===== src/hdl/fgtc_defines.vh =====
// Purpose : constants for the fan, general io and dynamic min-temp config registers
// Assumes : byte-wide register port, 8-bit register index
// Notes   : definitions only
`ifndef FGTC_DEFINES_VH
`define FGTC_DEFINES_VH

// ============================================================
// register indices
`define FGTC_ADDR_SPEED_CFG   8'h08
`define FGTC_ADDR_IO_LOW      8'h09
`define FGTC_ADDR_IO_HIGH     8'h0A
`define FGTC_ADDR_DYN_CTRL    8'h0B

// ============================================================
// reset values
`define FGTC_RST_SPEED_CFG    8'h0F
`define FGTC_RST_IO_LOW       8'h00
`define FGTC_RST_IO_HIGH      8'h00
`define FGTC_RST_DYN_CTRL     8'h00

// ============================================================
// field positions and masks
`define FGTC_SPEED_WR_MASK    8'h0F
`define FGTC_DYN_EN_CH1       0
`define FGTC_DYN_EN_CH2       1
`define FGTC_PIN1_LATCH_CH1   2
`define FGTC_PIN1_LATCH_CH2   3
`define FGTC_PIN2_LATCH_CH1   4
`define FGTC_PIN2_LATCH_CH2   5

`endif


===== src/hdl/fgtc_config_regs.v =====
// Purpose : config register group for fan speed, general io and min-temp control
// Assumes : byte register port, inputs synchronous to I_SYS_CLK
// Notes   : lock and pwm mode arrive from the neighbouring config register
//           software reset reloads even while locked; op points keep their value
`timescale 1ns/1ps
`include "fgtc_defines.vh"

// ============================================================
// top module
module fgtc_config_regs #(
  parameter TEMP_W = 8 // temperature code width
) (
  // clock, reset, enable
  input  wire              I_SYS_CLK,
  input  wire              I_RST_N,
  input  wire              I_CE,
  input  wire              I_SW_RESET,
  // register port
  input  wire [7:0]        I_REG_ADDR,
  input  wire              I_REG_WR,
  input  wire              I_REG_RD,
  input  wire [7:0]        I_REG_WDATA,
  output reg  [7:0]        O_REG_RDATA,
  output reg               O_REG_HIT,
  // device wide state
  input  wire              I_LOCK,
  input  wire              I_PWM_HIGH_FREQ,
  // thermal alert pins, active low, asserted by outside source
  input  wire              I_THERMAL_ALERT_PIN_1_N,
  input  wire              I_THERMAL_ALERT_PIN_2_N,
  // remote channel temperatures and operating point programming
  input  wire [TEMP_W-1:0] I_REMOTE1_TEMP,
  input  wire [TEMP_W-1:0] I_REMOTE2_TEMP,
  input  wire              I_OP1_WR,
  input  wire              I_OP2_WR,
  input  wire [TEMP_W-1:0] I_OP_WDATA,
  output reg  [TEMP_W-1:0] O_OP1_POINT,
  output reg  [TEMP_W-1:0] O_OP2_POINT,
  // fan measurement control
  output reg  [3:0]        O_CONTINUOUS_PAIR,
  output reg  [3:0]        O_STRETCH_PAIR,
  output reg  [3:0]        O_PWM_SYNC_PAIR,
  output reg  [1:0]        O_DYN_MIN_TEMP_EN,
  // general io lines
  input  wire [7:0]        I_IO_PIN,
  input  wire [7:0]        I_IO_LOGIC_OUT,
  output reg  [7:0]        O_IO_PIN,
  output reg  [7:0]        O_IO_OE,
  output reg  [7:0]        O_IO_LOGIC_IN
);

  // ============================================================
  // storage
  // four bytes of plain flops; a memory macro would cost more than it saves
  reg  [7:0]        speed_cfg;     // continuous measure pairs
  reg  [7:0]        io_low;        // lines 1-4 pol/dir pairs
  reg  [7:0]        io_high;       // lines 5-8 pol/dir pairs
  reg  [7:0]        dyn_ctrl;      // dynamic min-temp control
  reg               thermal_alert_pin_1_prev;   // for edge detect of pin 1
  reg               thermal_alert_pin_2_prev;   // for edge detect of pin 2
  wire [TEMP_W-1:0] op1_value;     // channel 1 operating point
  wire [TEMP_W-1:0] op2_value;     // channel 2 operating point
  wire              can_write;     // write allowed when unlocked
  wire              thermal_alert_pin_1_event;  // pin 1 newly asserted
  wire              thermal_alert_pin_2_event;  // pin 2 newly asserted
  wire              trig1;         // latch request channel 1
  wire              trig2;         // latch request channel 2
  wire [15:0]       io_cfg;        // both io registers joined
  wire [7:0]        io_pol;        // polarity per line
  wire [7:0]        io_dir;        // direction per line
  reg  [7:0]        next_rdata;    // read mux
  reg               next_hit;      // address decode result
  integer           k;             // loop index

  // ============================================================
  // helpers
  // line index counts from 0, so line 1 sits at bits 1:0
  // polarity bit of a line from its register pair
  function pol_bit;
    input [15:0] cfg;
    input integer line;
    begin
      pol_bit = cfg[2*line];
    end
  endfunction

  // direction bit of a line, next to its polarity bit
  function dir_bit;
    input [15:0] cfg;
    input integer line;
    begin
      dir_bit = cfg[2*line+1];
    end
  endfunction

  // pair bits act only in low-frequency mode; high frequency forces zero
  function [3:0] lf_only;
    input       high_freq;
    input [3:0] bits;
    begin
      lf_only = high_freq ? 4'h0 : bits;
    end
  endfunction

  // logic level to or from pin level; polarity 0 means active low
  function pol_map;
    input level;
    input pol;
    begin
      pol_map = level ~^ pol;
    end
  endfunction

  // lock freezes the four config bytes against host writes once set; only power cycle clears it upstream
  // the lock bit is write-once in its own register, so nothing here
  // ever needs to clear it; a refused write is simply dropped
  assign can_write = I_REG_WR && !I_LOCK;

  // ============================================================
  // configuration registers
  // one process owns all four bytes, so software reset and a host write
  // can never fight over a register
  always @(posedge I_SYS_CLK) begin
    if (!I_RST_N) begin
      speed_cfg <= `FGTC_RST_SPEED_CFG;
      io_low    <= `FGTC_RST_IO_LOW;
      io_high   <= `FGTC_RST_IO_HIGH;
      dyn_ctrl  <= `FGTC_RST_DYN_CTRL;
    end else if (I_CE) begin
      if (I_SW_RESET) begin
        // software reset gives same values as power-on
        // lock does not hold back the reload; only host writes are refused
        speed_cfg <= `FGTC_RST_SPEED_CFG;
        io_low    <= `FGTC_RST_IO_LOW;
        io_high   <= `FGTC_RST_IO_HIGH;
        dyn_ctrl  <= `FGTC_RST_DYN_CTRL;
      end else if (can_write) begin
        case (I_REG_ADDR)
          `FGTC_ADDR_SPEED_CFG: begin
            // upper nibble stays zero, reads back as zero
            speed_cfg <= I_REG_WDATA & `FGTC_SPEED_WR_MASK;
          end
          `FGTC_ADDR_IO_LOW: begin
            io_low <= I_REG_WDATA;
          end
          `FGTC_ADDR_IO_HIGH: begin
            io_high <= I_REG_WDATA;
          end
          `FGTC_ADDR_DYN_CTRL: begin
            // reserved 7:6 kept read/write as printed
            dyn_ctrl <= I_REG_WDATA;
          end
          default: begin
            // other addresses belong to other blocks
          end
        endcase
      end
    end
  end

  // ============================================================
  // thermal pin edge detect: assertion is a falling edge on the pin
  // prev holds the asserted level, so its reset value 0 matches an idle
  // pin and no false event follows reset
  always @(posedge I_SYS_CLK) begin
    if (!I_RST_N) begin
      thermal_alert_pin_1_prev <= 1'b0;
      thermal_alert_pin_2_prev <= 1'b0;
    end else if (I_CE) begin
      thermal_alert_pin_1_prev <= !I_THERMAL_ALERT_PIN_1_N;
      thermal_alert_pin_2_prev <= !I_THERMAL_ALERT_PIN_2_N;
    end
  end

  // an event lasts one cycle; a pin held low copies nothing more
  assign thermal_alert_pin_1_event = !I_THERMAL_ALERT_PIN_1_N && !thermal_alert_pin_1_prev;
  assign thermal_alert_pin_2_event = !I_THERMAL_ALERT_PIN_2_N && !thermal_alert_pin_2_prev;

  // a cleared latch bit masks the pin for that channel
  // both pins hitting one channel in one cycle still make a single copy
  assign trig1 = (thermal_alert_pin_1_event && dyn_ctrl[`FGTC_PIN1_LATCH_CH1]) ||
                 (thermal_alert_pin_2_event && dyn_ctrl[`FGTC_PIN2_LATCH_CH1]);
  assign trig2 = (thermal_alert_pin_1_event && dyn_ctrl[`FGTC_PIN1_LATCH_CH2]) ||
                 (thermal_alert_pin_2_event && dyn_ctrl[`FGTC_PIN2_LATCH_CH2]);

  // ============================================================
  // operating points, one per remote channel
  // host programming of the points is not lock-gated; the points live
  // outside the lockable set
  fgtc_op_point #(
    .WIDTH   (TEMP_W)
  ) u_op1 (
    .clk     (I_SYS_CLK),
    .rst_n   (I_RST_N),
    .ce      (I_CE),
    .wr      (I_OP1_WR),
    .wr_data (I_OP_WDATA),
    .trig    (trig1),
    .temp    (I_REMOTE1_TEMP),
    .value   (op1_value)
  );

  fgtc_op_point #(
    .WIDTH   (TEMP_W)
  ) u_op2 (
    .clk     (I_SYS_CLK),
    .rst_n   (I_RST_N),
    .ce      (I_CE),
    .wr      (I_OP2_WR),
    .wr_data (I_OP_WDATA),
    .trig    (trig2),
    .temp    (I_REMOTE2_TEMP),
    .value   (op2_value)
  );

  // ============================================================
  // general io decode
  // line n owns bits 2n-2 and 2n-1 of the joined pair
  assign io_cfg = {io_high, io_low};
  genvar g;
  generate
    for (g = 0; g < 8; g = g + 1) begin : g_io
      assign io_pol[g] = pol_bit(io_cfg, g);
      assign io_dir[g] = dir_bit(io_cfg, g);
    end
  endgenerate

  // ============================================================
  // read mux, unmapped index reads zero with no hit
  // data is captured only on a read strobe, so the host sees a steady
  // byte until its next read even while the registers move on
  always @* begin
    next_rdata = 8'h00;
    next_hit   = 1'b1;
    case (I_REG_ADDR)
      `FGTC_ADDR_SPEED_CFG: next_rdata = speed_cfg;
      `FGTC_ADDR_IO_LOW:    next_rdata = io_low;
      `FGTC_ADDR_IO_HIGH:   next_rdata = io_high;
      `FGTC_ADDR_DYN_CTRL:  next_rdata = dyn_ctrl;
      default:              next_hit   = 1'b0;
    endcase
  end

  // ============================================================
  // registered outputs
  // every output leaves from this one flop stage, a cycle behind the
  // registers; the host must allow for it after a write
  always @(posedge I_SYS_CLK) begin
    if (!I_RST_N) begin
      O_REG_RDATA       <= 8'h00;
      O_REG_HIT         <= 1'b0;
      O_OP1_POINT       <= {TEMP_W{1'b0}};
      O_OP2_POINT       <= {TEMP_W{1'b0}};
      O_CONTINUOUS_PAIR <= 4'h0;
      O_STRETCH_PAIR    <= 4'h0;
      O_PWM_SYNC_PAIR   <= 4'h0;
      O_DYN_MIN_TEMP_EN <= 2'h0;
      O_IO_PIN          <= 8'h00;
      O_IO_OE           <= 8'h00;
      O_IO_LOGIC_IN     <= 8'h00;
    end else if (I_CE) begin
      // read data held until next read
      if (I_REG_RD) begin
        O_REG_RDATA <= next_rdata;
        O_REG_HIT   <= next_hit;
      end
      O_OP1_POINT <= op1_value;
      O_OP2_POINT <= op2_value;
      // high-frequency mode ignores the continuous bits
      O_CONTINUOUS_PAIR <= lf_only(I_PWM_HIGH_FREQ, speed_cfg[3:0]);
      // stretching and pwm sync only in low frequency, non-continuous pairs
      // sync follows stretch: both stop together when a pair goes continuous
      O_STRETCH_PAIR  <= lf_only(I_PWM_HIGH_FREQ, ~speed_cfg[3:0]);
      O_PWM_SYNC_PAIR <= lf_only(I_PWM_HIGH_FREQ, ~speed_cfg[3:0]);
      // enables pass straight on; the min-temp control loop lives elsewhere
      O_DYN_MIN_TEMP_EN <= {dyn_ctrl[`FGTC_DYN_EN_CH2], dyn_ctrl[`FGTC_DYN_EN_CH1]};
      for (k = 0; k < 8; k = k + 1) begin
        // active low lines invert between pin and logic level
        O_IO_PIN[k]      <= pol_map(I_IO_LOGIC_OUT[k], io_pol[k]);
        O_IO_OE[k]       <= io_dir[k];
        O_IO_LOGIC_IN[k] <= pol_map(I_IO_PIN[k], io_pol[k]);
      end
    end
  end

endmodule // fgtc_config_regs


===== src/hdl/fgtc_op_point.v =====
// Purpose : one remote channel operating point, latched down on thermal pin events
// Assumes : temperatures are unsigned 8-bit codes
// Notes   : software write wins over a latch in the same cycle
`timescale 1ns/1ps

// ============================================================
// operating point holder
module fgtc_op_point #(
  parameter WIDTH = 8
) (
  // clock and reset
  input  wire             clk,
  input  wire             rst_n,
  input  wire             ce,
  // software access
  input  wire             wr,
  input  wire [WIDTH-1:0] wr_data,
  // latch request
  input  wire             trig,
  input  wire [WIDTH-1:0] temp,
  // held value
  output reg  [WIDTH-1:0] value
);

  // copy only when current temperature is below stored point
  always @(posedge clk) begin
    if (!rst_n) begin
      value <= {WIDTH{1'b0}};
    end else if (ce) begin
      if (wr) begin
        value <= wr_data;
      end else if (trig && (temp < value)) begin
        value <= temp;
      end
    end
  end

endmodule // fgtc_op_point


===== config.mk =====
export PLATFORM = sky130hd
export DESIGN_NAME = fgtc_config_regs
export DESIGN_NICKNAME = d
export VERILOG_FILES = /design/src/hdl/fgtc_config_regs.v /design/src/hdl/fgtc_op_point.v
export VERILOG_INCLUDE_DIRS = /design/src /design/src/hdl
export SDC_FILE = /design/constraint.sdc
export NUM_CORES = 1
export LEC_CHECK = 0
export BUFFER_PORTS_ARGS = -buffer_cell sky130_fd_sc_hd__buf_2
export CAP_MARGIN = 20
export CELL_PAD_IN_SITES_DETAIL_PLACEMENT = 1
export CELL_PAD_IN_SITES_GLOBAL_PLACEMENT = 1
export CORE_ASPECT_RATIO = 1.1
export CORE_MARGIN = 4
export CORE_UTILIZATION = 29
export DETAILED_ROUTE_END_ITERATION = 7
export GPL_TIMING_DRIVEN = 0
export PLACE_DENSITY = 0.73
export SYNTH_ARGS = -nofsm -noshare
export SYNTH_HDL_FRONTEND = slang
export SYNTH_SLANG_ARGS = --single-unit
export TNS_END_PERCENT = 5

===== constraint.sdc =====
create_clock -name I_SYS_CLK -period 2.6 [get_ports I_SYS_CLK]
set_clock_uncertainty 0.1 [all_clocks]
set_input_delay 0 -clock I_SYS_CLK [delete_from_list [all_inputs] [get_ports I_SYS_CLK]]
set_output_delay 0 -clock I_SYS_CLK [all_outputs]
set_load 0.01 [all_outputs]

After elaboration in Yosys (flattened, before gate mapping)
Index checks and enable logic that the tools add are counted.
Storage, ports and cells
  bits in registers: 109
  logic and storage cells: 92
Cells by class
  order comparisons: 2
  equality and inequality tests: 4
  muxes and demuxes: 20
  bitwise gates (word level): 17
  reduce and logical (&&, ||, !) cells: 31
Operators with widths (number)
  $mux W8: 16
  $eq A8 B4 Y1 const B: 4
  $pmux W8 S4: 1
  $lt A8 B8 Y1: 2
  $xnor A1 B1 Y1: 16
  $reduce_bool A2 Y1: 7
  $reduce_and A3 Y1: 4
  $logic_and A1 B1 Y1: 9
  $mux W4: 2
  $reduce_and A2 Y1: 3
  $logic_not A1 Y1: 5
  $not A4 Y4: 1
  $reduce_or A4 Y1: 1
  $logic_or A1 B1 Y1: 2
  $mux W1: 1

Longest topological paths before layout
  depth in word-level cells: 7
  gate-level depth with buffers: 8
  mapped depth without buffers: 7

Modules after synthesis
From an unflattened synthesis, not the netlist that was laid out.
Second synthesis, totals
  cell total of the unflattened synthesis: 483
  area total of the unflattened synthesis: 4758.3 um^2
By module, submodules not included
  fgtc_config_regs: instances 1, cells an instance 359, area each 3647.2 um^2, sequential area each 1781.7 um^2
  fgtc_op_point: instances 2, cells an instance 62, area each 555.5 um^2, sequential area each 160.2 um^2

Worst setup path after synthesis
No wires, ideal clock.
  kind: flip-flop to flip-flop
  start point: reg u_op1.value[6]
  end point: reg u_op1.value[6]
  arrival time: 1.848 ns
  slack: 0.535 ns
  cell stages (with the launch flop): 8
  buffers on the path: 1
  period minus slack after synthesis: 2.065 ns
  cells stage by stage: dfxtp_1 > inv_1 > ha_1 > and3_1 > a2111o_1 > buf_2 > o311a_1 > o22a_1
Between the ends
  word-level cells in the longest chain between the ends: 4
RTL lines
  start: declaration: RTL line fgtc_op_point.v:22  | output reg [WIDTH-1:0] value
  start signal: assignment: RTL line fgtc_op_point.v:28  | value <= {WIDTH{1'b0}};
  start signal: assignment: RTL line fgtc_op_point.v:31  | value <= wr_data;
  start signal: assignment: RTL line fgtc_op_point.v:33  | value <= temp;
  $lt A8 B8 Y1: RTL line fgtc_op_point.v:32  | end else if (trig && (temp < value)) begin
  $logic_and A1 B1 Y1: RTL line fgtc_op_point.v:32
  $reduce_bool A2 Y1 (no line)
  $reduce_and A2 Y1 (no line)
Every way passes these cells.
A chain may end at the register's enable or synchronous reset.

Worst setup path in the final report
Same ends and word-level chain as after synthesis.

==> impl_metrics.json <==
{
  "ys_types": 42,
  "crit_required_ns": 2.80,
  "initial_core_util_pct": 29.5,
  "syn_to_final_growth_pct": 35.2,
  "synth_top_area_cell": "dfxtp_1",
  "hp-class": "in2reg",
  "drc": 0,
  "cts_root_buffer": "clkbuf_16",
  "antenna_cells": 0,
  "num_vias": 4514,
  "yosys_register_bits": 105,
  "clkTransAtPathRegs_ns": 0.07,
  "yosys.cell_count.top_type": "dfxtp_1",
  "insertion_delay_ns": 0.36,
  "setup_viol": 0,
  "slew-limit-headroom_pct": 36.9,
  "fin_setup_tns_ns": 0,
  "fin_ws_ns": 0.273,
  "synthArstFlopShare_pct": 0,
  "syn_area_sq_mm": 0.00481,
  "status": "finished clean",
  "dieArea_sq_mm": 0.0187,
  "tightest_slew_ns": 0.943,
  "syn-num-nets": 581,
  "dp_hpwl_um": 12400,
  "r2r_slack_ns": 0.27,
  "port_buffers": 126,
  "core_area_sq_mm": 0.0163,
  "reg2reg_depth": 7,
  "nets": 771,
  "wl_um": 16600,
  "routed_via_density": 5.03,
  "wire_per_inst_um": 18.5,
  "grt-ovfl-total": 0,
  "grt.total_usage_pct": 18.2,
  "dp_slack_ns": 0.343,
  "grt_max_degree": 19,
  "ys_warn_count": 0,
  "avgSynthCellArea_sq_um": 9.64,
  "first_global_vias": 5006,
  "synth_seq_area_share_pct": 43.7,
  "dieHeight_um": 143,
  "grt_pass1_wl_um": 26100,
  "max-vdd-ir-drop_mv": 0.319,
  "cts_buffers": 9,
  "cp-start-kind": "flip-flop",
  "num_rows": 49,
  "slew_viol_final": 0,
  "hold_slack_ns": 0.0384,
  "cts_tree": "built",
  "drt-initial-drc-count": 167,
  "yosys-top-cells-area": "dfxtp_1 44%, nor2b_1 8.5%, mux2i_1 6.2%, ha_1 3.6%, a21oi_1 2.9%",
  "clock-sinks": 105,
  "dr.pass1.iters": 4,
  "rsz0062_at_grt": "false",
  "cts_max_level": 3,
  "cap_violations": 0,
  "fin_crit_ns": 2.33,
  "arrival_ns": 2.53,
  "antenna_found_initial": 0,
  "hold_depth": 4,
  "path_class": "reg2reg",
  "crit_path_end_kind": "flip-flop",
  "ys.flop_type": "dfxtp_1",
  "die_width_um": 131,
  "ctsResizeCount": 0,
  "powerDensity_mw_per_mm2": 551,
  "cp_max_fo": 8,
  "max_freq_mhz": 430,
  "p_leak_uw": 0.00286,
  "place_congestion": 0.842,
  "finalCritPeriodShare_pct": 89.5,
  "synth_cells": 499,
  "drive_gt1_share_pct": 23.8,
  "ant_nets": 0,
  "hold_viol_final": 0,
  "io_pins": 131,
  "yosysTopAreaCellShare_pct": 43.7,
  "synth_common_cells": "105 x dfxtp_1, 65 x nor2b_1, 31 x nor2_1",
  "synth-edff-count": 0,
  "clock_path_buffers": 2
}
worst paths after layout:
kind / start / endpoint
worst max-delay path: u_op1.value[6] / u_op1.value[6]
worst min-delay path: I_OP_WDATA[0] / u_op1.value[0]
worst max register to register: u_op1.value[6] / u_op1.value[6]
worst min register to register: dyn_ctrl[7] / dyn_ctrl[7]
placed cells by master (no fill, tap or decap), types with 8 or more instances in the layout:
cell type      Yosys  final
a21oi_1           28     28
a22o_1             9      9
a22oi_1            9      9
a2bb2oi_1          8      8
a32o_1             8      8
buf_2              7    133
clkbuf_1          16     17
clkbuf_16          0      9
dfxtp_1          105    105
dlygate4sd3_1      0     52
ha_1              14     14
inv_1             18     18
mux2i_1           30     30
nand2_1           25     25
nand2b_1          10     10
nand4b_1           9      9
nor2_1            31     31
nor2b_1           65     65
o21ai_0           18     18
o221ai_1           8      8
o22a_1             8      8
o311a_1            8      8
xor2_1            16     16
area by class of cell:
type,count,area (sq um)
multi-input combinational,340,2470
sequential,105,2100
fill,1875,9810
clock buffer,10,229
inverter,19,71.3
clock inverter,6,48.8
tap,204,255
timing repair buffer,179,1160
buffer,35,166
kinds of logic after synthesis:
kind of cell	Yosys count	synth area share (%)
muxes	34	8.12
adders and majority gates	14	3.64
DFF	105	43.7
AOI/OAI and AO/OA	118	18.0
and+or+nand+nor	158	18.7
xor gates and xnor gates	16	2.91
buffers and inverters	54	4.94
routing by layer:
layer / vias up / GRT usage, % / part of all wire [%] / wire length (um)
met1: 2192 / 20.6 / 41 / 6760
met3: 25 / 4.08 / 5.2 / 857
met4: 0 / 5.63 / 1.7 / 278
li1: 2167 / - / - / -
met5: - / 0 / 0 / 0
met2: 130 / 33.5 / 52 / 8730
state kept, by name, indices dropped and copies added, names as in the netlist, 4 cells and up:
name / flops
O_IO_LOGIC_IN: 8
O_IO_OE: 8
O_IO_PIN: 8
O_OP1_POINT: 8
O_OP2_POINT: 8
O_REG_RDATA: 8
dyn_ctrl: 8
io_high: 8
io_low: 8
u_op1.value: 8
u_op2.value: 8
O_CONTINUOUS_PAIR: 4
O_PWM_SYNC_PAIR: 4
speed_cfg: 4
stage by stage:
| stage | std cells | instance area, sq um | power, uW | utilization, % |
|---|---|---|---|---|
| after floorplan | 499 | 4810 | 2030 | - |
| after global placement | 829 | 5690 | 2210 | 34.9 |
| after detailed placement | 829 | 5690 | 2240 | 34.9 |
| after CTS | 897 | 6490 | 3630 | 39.8 |
| after global routing | 898 | 6500 | 3760 | 39.9 |
| final | 898 | 6500 | 3580 | 39.9 |
critical path, stage by stage, from the launching register on:
cell,delay [ns]
dfxtp_1,0.36
inv_1,0.06
ha_1,0.29
and3_1,0.22
and4_1,0.20
a221oi_1,0.36
a21boi_2,0.46
o22a_1,0.22
report_power, final:
part	internal, uW	leakage (uW)	switching [uW]	total [uW]
registers	1670	0.000856	46.0	1720
clock network	663	0.000131	652	1320
logic	262	0.00187	285	547
timing repair:
item	4_1_cts	5_1_grt
setup endpoints to repair	0	8
hold buffers	52	0
setup buffers	0	1
hold endpoints to repair	63	0
Note: power is estimated with default switching activity, not from simulation.
